--- config.mk ---
export PLATFORM = sky130hd
export DESIGN_NAME = cap2_config_regs
export DESIGN_NICKNAME = d
export VERILOG_FILES = /design/src/design/cap2_pkg.sv /design/src/design/cap2_config_regs.sv /design/src/design/cap2_wr_merge.sv
export VERILOG_INCLUDE_DIRS = /design/src /design/src/design
export SDC_FILE = /design/constraint.sdc
export NUM_CORES = 1
export LEC_CHECK = 0
export ABC_AREA = 1
export BUFFER_PORTS_ARGS = -buffer_cell sky130_fd_sc_hd__buf_2
export CAP_MARGIN = 20
export CORE_ASPECT_RATIO = 1.25
export CORE_UTILIZATION = 56
export DETAILED_ROUTE_END_ITERATION = 10
export HOLD_SLACK_MARGIN = 0.12
export PLACE_DENSITY = 0.95
export SLEW_MARGIN = 20
export SYNTH_ARGS = -nofsm -noshare
export SYNTH_HDL_FRONTEND = slang
export SYNTH_HIERARCHICAL = 1
export SYNTH_SLANG_ARGS = --single-unit
export TNS_END_PERCENT = 100
--- constraint.sdc ---
create_clock -name clk -period 2.5 [get_ports clk]
set_input_delay 0.5 -clock clk [delete_from_list [all_inputs] [get_ports clk]]
set_output_delay 0.5 -clock clk [all_outputs]
set_load 0.1 [all_outputs]
--- src/design/cap2_regs.svh ---
// constants for the second-generation capability register bank
// assumes a dword-addressed configuration access port
//
// Notes on behaviour
// - the ARI forwarding supported bit 5 at 8Ch reads 1 on downstream ports and 0 on the upstream port.
// - the ARI forwarding enable bit 5 at 90h is writable, resets to 0 and acts only on downstream ports.
// - the target link speed at 98h bits 3:0 is writable, 1h means 2.5 Gb/s, 2h means 5.0 Gb/s, and resets to 2h.
// - writing 1 to bit 4 at 98h sends the link into compliance mode, and the bit resets to 0.
// - bit 6 at 98h picks downstream de-emphasis, 0 for -6.0 dB and 1 for -3.5 dB, default 1 down and 0 up.
// - read-only bit 16 at 98h shows the de-emphasis in use on downstream ports and the inverse of bit 6 on the upstream port, 0 for -3.5 dB and 1 for -6.0 dB.
// - bits 10, 11 and 12 at 98h are writable, reset to 0 and act only on the upstream port.
// - the subsystem identification capability header reads 0Dh in bits 7:0.
// - the next-item pointer in bits 15:8 of that header reads 00h unless preset externally.
// - the subsystem vendor code sits read-only in bits 15:0 at A8h and may be preset externally.
// - the subsystem device code sits read-only in bits 31:16 at A8h and may be preset externally.
// - on the upstream port the BAR0 type at E4h bits 1:0 gives 00b off, 10b 32-bit, 11b 64-bit, default 10b.
// - on the upstream port bit 2 at E4h marks BAR0 prefetchable, default 0.
`ifndef CAP2_REGS_SVH
`define CAP2_REGS_SVH
`define OFF_DEVCAP2 8'h8c
`define OFF_DEVCTL2 8'h90
`define OFF_LNKCAP2 8'h94
`define OFF_LNKCTL2 8'h98
`define OFF_SLTCAP2 8'h9c
`define OFF_SLTCTL2 8'ha0
`define OFF_SSCAP 8'ha4
`define OFF_SSCODE 8'ha8
`define OFF_BARCFG 8'he4
`define BIT_ARI 5
`define POS_SPEED 0
`define POS_COMPL 4
`define POS_HWSPD 5
`define POS_DEEMP 6
`define POS_MARGIN 7
`define POS_MODCOMPL 10
`define POS_SKIPOS 11
`define POS_CDEEMP 12
`define POS_CURDEEMP 16
`define POS_NEXTPTR 8
`define POS_BARPF 2
`define SSCAP_ID 8'h0d
`define RST_NEXTPTR 8'h00
`define RST_SPEED 4'h2
`define RST_BARTYPE 2'h2
// arbitrary neutral subsystem codes until a preset arrives
`define RST_VENDOR 16'h0000
`define RST_DEVICE 16'h0000
`define SPEED_2G5 4'h1
`define SPEED_5G0 4'h2
`define BARTYPE_OFF 2'h0
`define BARTYPE_32 2'h2
`define BARTYPE_64 2'h3
`endif

--- src/design/cap2_pkg.sv ---
// types for the capability register bank
// assumes nothing beyond the constants header
`default_nettype none
package cap2_pkg;
  typedef struct packed {
    logic [7:0] addr;
    logic wr;
    logic [3:0] be;
    logic [31:0] wdata;
  } cfgReq_t;
  typedef struct packed {
    logic [7:0] nextPtr;
    logic [15:0] vendorCode;
    logic [15:0] deviceCode;
  } preset_t;
  typedef struct packed {
    logic ariEnable;
    logic [3:0] targetSpeed;
    logic enterCompliance;
    logic hwSpeedChangeDisable;
    logic deempSixDb;
    logic [2:0] transmitMargin;
    logic modifiedCompliance;
    logic complianceSkipOrderedSets;
    logic complianceDeemp;
    logic barEnable;
    logic bar64;
    logic barPrefetch;
  } linkCtl_t;
endpackage
`default_nettype wire

--- src/design/cap2_config_regs.sv ---
// second-generation device/link/slot capability bank of one switch port
// assumes one config request per cycle, answered on the next edge
`include "cap2_regs.svh"
`default_nettype none
module cap2_config_regs
  import cap2_pkg::*;
(
  // clock and reset
  input wire logic clk,
  input wire logic nrst,
  // port role and external presets
  input wire logic isDownstream,
  input wire logic presetLoad,
  input wire preset_t preset,
  // config access
  input wire logic reqValid,
  input wire cfgReq_t req,
  output logic rdValid,
  output logic [31:0] rdData,
  // control to the port logic
  output var linkCtl_t linkCtl
);
  logic ariEn_q, ariEn_d;
  logic [12:0] lctl_q, lctl_d;
  logic deempInit_q, deempInit_d;
  logic [2:0] bar_q, bar_d;
  logic [7:0] nextPtr_q, nextPtr_d;
  logic [15:0] vendor_q, vendor_d;
  logic [15:0] device_q, device_d;
  logic rdValid_q, rdValid_d;
  logic [31:0] rdData_q, rdData_d;
  logic [31:0] readWord, merged;
  logic wrEn;

  // role is taken after reset release, not under the async reset
  typedef enum logic [1:0] {INIT = 2'b01, RUN = 2'b10} phase_t;
  phase_t phase_q, phase_d;

  function automatic logic [31:0] readMux(input logic [7:0] a,
    input logic dn, input logic ari, input logic [12:0] lc,
    input logic [2:0] b, input logic [7:0] np, input logic [15:0] vc,
    input logic [15:0] dc);
    logic [31:0] r;
    r = 32'h0000_0000;
    case (a)
      `OFF_DEVCAP2: r[`BIT_ARI] = dn;
      `OFF_DEVCTL2: r[`BIT_ARI] = ari;
      `OFF_LNKCTL2:
      begin
        r[12:0] = lc;
        r[`POS_CURDEEMP] = ~lc[`POS_DEEMP];
      end
      `OFF_SSCAP: r[15:0] = {np, `SSCAP_ID};
      `OFF_SSCODE: r = {dc, vc};
      `OFF_BARCFG: r[2:0] = dn ? 3'h0 : b;
      default: r = 32'h0000_0000;
    endcase
    return r;
  endfunction

  assign readWord = readMux(req.addr, isDownstream, ariEn_q, lctl_q, bar_q,
    nextPtr_q, vendor_q, device_q);
  assign wrEn = reqValid && req.wr && phase_q == RUN;

  cap2_wr_merge uMerge
  (
    .oldVal(readWord),
    .wdata(req.wdata),
    .be(req.be),
    .newVal(merged)
  );

  always_comb
  begin
    phase_d = phase_q;
    ariEn_d = ariEn_q;
    lctl_d = lctl_q;
    deempInit_d = deempInit_q;
    bar_d = bar_q;
    nextPtr_d = nextPtr_q;
    vendor_d = vendor_q;
    device_d = device_q;
    rdValid_d = reqValid && !req.wr;
    rdData_d = rdData_q;
    case (phase_q)
      INIT:
      begin
        phase_d = RUN;
        lctl_d[`POS_DEEMP] = isDownstream;
        deempInit_d = isDownstream;
      end
      RUN:
      begin
        if (wrEn)
        begin
          case (req.addr)
            `OFF_DEVCTL2: ariEn_d = merged[`BIT_ARI];
            `OFF_LNKCTL2: lctl_d = merged[12:0];
            `OFF_BARCFG: if (!isDownstream) bar_d = merged[2:0];
            default: ;
          endcase
        end
      end
      default: phase_d = INIT;
    endcase
    if (presetLoad)
    begin
      nextPtr_d = preset.nextPtr;
      vendor_d = preset.vendorCode;
      device_d = preset.deviceCode;
    end
    if (reqValid && !req.wr)
      rdData_d = readWord;
  end

  always_ff @(posedge clk or negedge nrst)
  begin
    if (!nrst)
    begin
      phase_q <= INIT;
      ariEn_q <= 1'b0;
      lctl_q <= {9'h000, `RST_SPEED};
      deempInit_q <= 1'b0;
      bar_q <= {1'b0, `RST_BARTYPE};
      nextPtr_q <= `RST_NEXTPTR;
      vendor_q <= `RST_VENDOR;
      device_q <= `RST_DEVICE;
      rdValid_q <= 1'b0;
      rdData_q <= 32'h0000_0000;
    end
    else
    begin
      phase_q <= phase_d;
      ariEn_q <= ariEn_d;
      lctl_q <= lctl_d;
      deempInit_q <= deempInit_d;
      bar_q <= bar_d;
      nextPtr_q <= nextPtr_d;
      vendor_q <= vendor_d;
      device_q <= device_d;
      rdValid_q <= rdValid_d;
      rdData_q <= rdData_d;
    end
  end

  assign rdValid = rdValid_q;
  assign rdData = rdData_q;

  // control outputs; ARI, de-emphasis, upstream-only link bits and BAR ones gated by port role
  always_comb
  begin
    linkCtl.ariEnable = ariEn_q && isDownstream;
    linkCtl.targetSpeed = lctl_q[3:0];
    linkCtl.enterCompliance = lctl_q[`POS_COMPL];
    linkCtl.hwSpeedChangeDisable = lctl_q[`POS_HWSPD];
    linkCtl.deempSixDb = isDownstream ? ~lctl_q[`POS_DEEMP] : 1'b0;
    linkCtl.transmitMargin = lctl_q[9:7];
    linkCtl.modifiedCompliance = lctl_q[`POS_MODCOMPL] && !isDownstream;
    linkCtl.complianceSkipOrderedSets = lctl_q[`POS_SKIPOS] && !isDownstream;
    linkCtl.complianceDeemp = lctl_q[`POS_CDEEMP] && !isDownstream;
    linkCtl.barEnable = !isDownstream && bar_q[1:0] != `BARTYPE_OFF;
    linkCtl.bar64 = !isDownstream && bar_q[1:0] == `BARTYPE_64;
    linkCtl.barPrefetch = !isDownstream && bar_q[`POS_BARPF];
  end
endmodule
`default_nettype wire

--- src/design/cap2_wr_merge.sv ---
// byte-lane write merge for one configuration dword
// assumes byte enables follow dword lanes
`include "cap2_regs.svh"
`default_nettype none
module cap2_wr_merge
(
  // old value, write data and lanes
  input wire logic [31:0] oldVal,
  input wire logic [31:0] wdata,
  input wire logic [3:0] be,
  // merged value
  output logic [31:0] newVal
);
  always_comb
  begin
    for (int i = 0; i < 4; i++)
    begin
      newVal[i*8 +: 8] = be[i] ? wdata[i*8 +: 8] : oldVal[i*8 +: 8];
    end
  end
endmodule
`default_nettype wire

==> impl_metrics.json, run 1 <==
{
  "critPathRequiredTime_ps": 2000,
  "h-tree-depth": 3,
  "drc_errors": 0,
  "overflow": 0,
  "whs_ps": 347,
  "reg2reg_to": "bar_q[0]",
  "die_h_um": 104,
  "netlist_area_um2": 4640,
  "holdPathEnd": "device_q[2]",
  "r2r-start": "phase_q[0]",
  "clock_sinks": 92,
  "min-delay-start": "preset[2]",
  "drive_above_1_share": 0.314,
  "first_global_vias": 4009,
  "cp-start-kind": "flop",
  "synthCells": 554,
  "critPathArrivalTime_ps": 1590,
  "setup_viol": 0,
  "grt_pass1_wl_mm": 18.7,
  "cts_buffer_depth": 2,
  "routed_wl_mm": 11.3,
  "rows": 36,
  "cts-resized-gates": 0,
  "wl_per_cell_um": 14.9,
  "gp_routability_congestion": 0.957,
  "max_freq_ghz": 0.478,
  "start_util": 0.585,
  "end_kind": "output port",
  "relSlewSlack": 0.290,
  "min_path_type": "in -> reg",
  "root_buffer": "clkbuf_8",
  "finalCriticalPeriod_ps": 2090,
  "slew_violations": 0,
  "r2r_cells": 8,
  "fin_crit_sh": 0.838,
  "drv_cap": 0,
  "grt_max_degree": 53,
  "total_leakage_power_nw": 3.07,
  "hold_path_depth": 3,
  "synth.avg_cell_area_um2": 8.37,
  "numCtsBuffers": 9,
  "num_antenna_cells": 0,
  "yosys_warnings": 6,
  "grt_antenna_before_repair": 0,
  "fillers": 656,
  "tightestPinTransition_ps": 1060,
  "die_area_um2": 8650,
  "clkSlewWorstSetupHoldPaths_ps": 100,
  "via_per_inst": 5.46,
  "core_um2": 7930,
  "insertion_delay_ps": 360,
  "ant_nets": 0,
  "firstDrtPassIters": 6,
  "cts_tree": "built",
  "ios": 140,
  "hold_viol": 0,
  "status": "finished clean",
  "r2r_setup_slack_ps": 880,
  "area_growth_pct": 16.1,
  "multi_input_area_um2": 1920,
  "die_w_um": 83.4,
  "crit_type": "reg -> out",
  "grt_use_total": 0.273,
  "rsz0062_at_grt": "false",
  "regArea_um2": 2310,
  "ir_worst_vdd_mv": 0.382,
  "vias": 4154,
  "nets": 753,
  "cp_max_fo": 3,
  "port_buffers": 118,
  "drt_iter0_markers": 334,
  "syn-num-nets": 646,
  "setup-tns-final_ps": 0,
  "power_density_nw_per_um2": 527,
  "skew_ps": 12.6,
  "post-dp-hpwl_mm": 8.22
}
[critical path: stages, from the launching register on]
cell     delay (ps)
dfstp_2         550
inv_1            70
nor3_2          160
buf_2           450
[cells in the final DEF, fill, tap and decap left out, drive strengths merged]
cell type    count
a21oi            2
clkbuf          10
clkinvlp         3
dfstp            3
o211ai           1
o21a             1
dfrtp           89
buf            125
nor2            35
nand4            7
o21ai           34
a31oi            1
ha               2
mux2            18
nand3b           1
inv             50
dlygate4sd3      1
nand3           32
nor3             4
nand2          244
clkinv           3
[how the worst max path moves through the flow]
stage                     slack [ps]    startpoint         end  cells past startpoint
after detailed placement         550       req[38]    bar_q[1]                     10
after floorplan                   60  isDownstream  linkCtl[3]                      2
after global placement           590  isDownstream  linkCtl[9]                      4
final                            410      bar_q[1]  linkCtl[1]                      3
after CTS                        400      bar_q[1]  linkCtl[1]                      3
after global routing             360      bar_q[1]  linkCtl[1]                      3
[routing by layer]
| metal | vias to the layer above | routed length [um] | part of all wire | track usage |
|---|---|---|---|---|
| met5 | - | 0 | 0 | 0 |
| met3 | 57 | 831 | 0.073 | 0.0335 |
| li1 | 1934 | - | - | - |
| met4 | 0 | 526 | 0.046 | 0.158 |
| met2 | 229 | 5600 | 0.49 | 0.455 |
| met1 | 1934 | 4370 | 0.39 | 0.342 |
[area by class of cell]
class                   count  share of cell area
repair buffers            126               0.124
inverters                  50              0.0351
multi-input cells         382               0.358
clock inverters             6             0.00907
well taps                  95              0.0221
flip-flops and latches     92               0.428
clock buffers              10              0.0237
[timing repair]
| item | CTS | global route |
|---|---|---|
| hold endpoints to repair | 23 | 0 |
| hold buffers | 1 | 0 |
| setup buffers | 0 | 0 |
[sequential cells by signal, summed over array words and instances, names as in the netlist]
| signal | count |
|---|---|
| rdValid | 1 |
| nextPtr_q | 8 |
| rdData | 32 |
| bar_q | 3 |
| vendor_q | 16 |
| ariEn_q | 1 |
| phase_q | 2 |
| device_q | 16 |
| lctl_q | 13 |
[per-stage QoR]
| stage | cells | cell area, um^2 | utilization | worst slack (ps) | power, W |
|---|---|---|---|---|---|
| after CTS | 761 | 5380 | 0.679 | 405 | 0.00285 |
| after global routing | 761 | 5380 | 0.679 | 357 | 0.00294 |
| after detailed placement | 744 | 5200 | 0.655 | 549 | 0.00195 |
| after floorplan | 554 | 4650 | - | 60.3 | 0.00182 |
| final | 761 | 5380 | 0.679 | 406 | 0.00284 |
| after global placement | 744 | 5200 | 0.655 | 591 | 0.00194 |
[report_power, final]
group	total, W	internal, W	switching, W
Clock	0.000909	0.000368	0.000540
Sequential	0.00159	0.00155	0.0000318
Combinational	0.000340	0.000109	0.000231
Total	0.00284	0.00203	0.000803
No activity file was read; power rests on OpenSTA's default activity.
==> run 2, diff against run 1 <==
CORE_UTILIZATION = 47   (was 56)
PLACE_DENSITY = 0.87   (was 0.95)
clock period = 1.9 ns   (was 2.5 ns; I/O delays follow)
==> run 2 against run 1 <==
Net effect: sequential share of layout area down 1.7 points; core utilization down 9.5 points; global-route usage down 3.9 points; critical path depth unchanged; clock power up 86%; routed wire length up 1.5%; non-clock buffer count up 4; flip-flop and latch count unchanged.
==> impl_metrics.json, run 2 (synthesis gave the netlist of run 1 again) <==
{
  "status": "finished clean",
  "root_buffer": "clkbuf_16",
  "cp-start-kind": "flop",
  "postCtsSetupRepairBufs": 0,
  "post-dp-hpwl_mm": 8.42,
  "die_w_um": 90.8,
  "fillers": 866,
  "multi_input_area_um2": 1920,
  "r2r_setup_slack_ps": 350,
  "cp_max_fo": 3,
  "setup_viol": 0,
  "power_density_nw_per_um2": 757,
  "reg2reg_to": "lctl_q[5]",
  "clock_sinks": 92,
  "critPathArrivalTime_ps": 1390,
  "clkSlewWorstSetupHoldPaths_ps": 70,
  "placed_area_um2": 5310,
  "vias": 4006,
  "num_antenna_cells": 0,
  "final_common_cell": "nand2_1",
  "relSlewSlack": 0.317,
  "first_global_vias": 3872,
  "gp_routability_congestion": 0.915,
  "startpoint": "bar_q[1]",
  "nets": 757,
  "h-tree-depth": 3,
  "rsz0062_at_grt": "false",
  "slew_violations": 0,
  "die_h_um": 113,
  "fin_crit_sh": 0.931,
  "firstDrtPassIters": 4,
  "regArea_um2": 2310,
  "routed_wl_mm": 11.5,
  "wl_per_cell_um": 14.4,
  "drv_cap": 0,
  "cts_buffer_depth": 2,
  "fin_cells": 796,
  "grt_antenna_before_repair": 0,
  "hold_viol": 0,
  "r2r_cells": 6,
  "core_um2": 9610,
  "ir_worst_vdd_mv": 0.527,
  "most-common-layout-cells": "nand2_1, buf_2, dfrtp_1, inv_1, nand3_1",
  "finalCriticalPeriod_ps": 1770,
  "total_leakage_power_nw": 3.15,
  "area_growth_pct": 21.0,
  "numCtsBuffers": 9,
  "die_area_um2": 10300,
  "rows": 40,
  "critPathCapture": "linkCtl[1]",
  "r2r-start": "phase_q[0]",
  "crit_type": "reg -> out",
  "cts_tree": "built",
  "ant_nets": 0,
  "grt_max_degree": 63,
  "finalInstanceArea_um2": 5610,
  "finish.utilization": 0.584,
  "start_util": 0.482,
  "grt_use_total": 0.234,
  "end_kind": "output port",
  "drc_errors": 0,
  "grt_pass1_wl_mm": 18.7,
  "setup_slack_ps": 131,
  "min_path_type": "in -> reg",
  "overflow": 0,
  "drt_iter0_markers": 274,
  "max_freq_ghz": 0.565,
  "finalPower_w": 0.00425,
  "critPathRequiredTime_ps": 1520,
  "place_ws_ps": 116,
  "skew_ps": 7.93,
  "insertion_delay_ps": 340,
  "largest_reg_flops": 32,
  "via_per_inst": 5.03,
  "tightestPinTransition_ps": 1020,
  "ios": 140,
  "dp.cells": 779,
  "port_buffers": 118,
  "drive_above_1_share": 0.319
}
run 2: cell count changes in the layout (fill, tap and decap cells not counted), sizes merged:
cell,change
buf,+3
clkinv,+1
inv,-1
clkbuf,+1
run 2: worst min path at each step:
stage | cells past startpoint | end | from | slack [ps]
floorplan | 0 | ariEn_q | nrst | 80
global placement | 1 | rdData[4] | nrst | 360
detailed placement | 1 | vendor_q[1] | nrst | 360
CTS | 3 | device_q[5] | preset[5] | 250
global route | 3 | nextPtr_q[7] | preset[39] | 250
finish | 3 | nextPtr_q[7] | preset[39] | 260
run 2: area by class of cell:
type	instances	share of cell area
flip-flops and latches	92	0.411
repair buffers	130	0.133
clock buffers	10	0.0426
well taps	126	0.0281
clock inverters	6	0.00870
inverters	50	0.0337
multi-input cells	382	0.343
run 2: power breakdown:
group	internal (W)	switching, W	leakage (nW)	total (W)
Sequential	0.00205	0.0000436	1.18	0.00209
Combinational	0.000154	0.000306	1.83	0.000461
Clock	0.000931	0.000762	0.131	0.00169
Total	0.00313	0.00111	3.15	0.00425
run 2: routing by layer:
| layer | track usage | vias up | routed length (um) |
|---|---|---|---|
| met2 | 0.397 | 146 | 5790 |
| met3 | 0.0356 | 27 | 593 |
| li1 | - | 1940 | - |
| met5 | 0 | - | 0 |
| met4 | 0.109 | 0 | 416 |
| met1 | 0.295 | 1893 | 4700 |
run 2: stage by stage:
stage	hold slack (ps)	setup TNS, ps
6_report	256	0
5_1_grt	246	0
4_1_cts	249	0
3_5_place_dp	364	0
3_3_place_gp	357	0
2_1_floorplan	84.4	-1400
run 2: timing repair:
action / in CTS / in global routing
resized for setup: 0 / 1
hold buffers: 1 / 0
setup endpoints to repair: 0 / 1
hold endpoints to repair: 28 / 0
run 2: worst max-delay path: stages, from the launching register on:
cell and delay [ps]:
dfstp_2 550, inv_1 70, nor3_2 230, buf_12 210
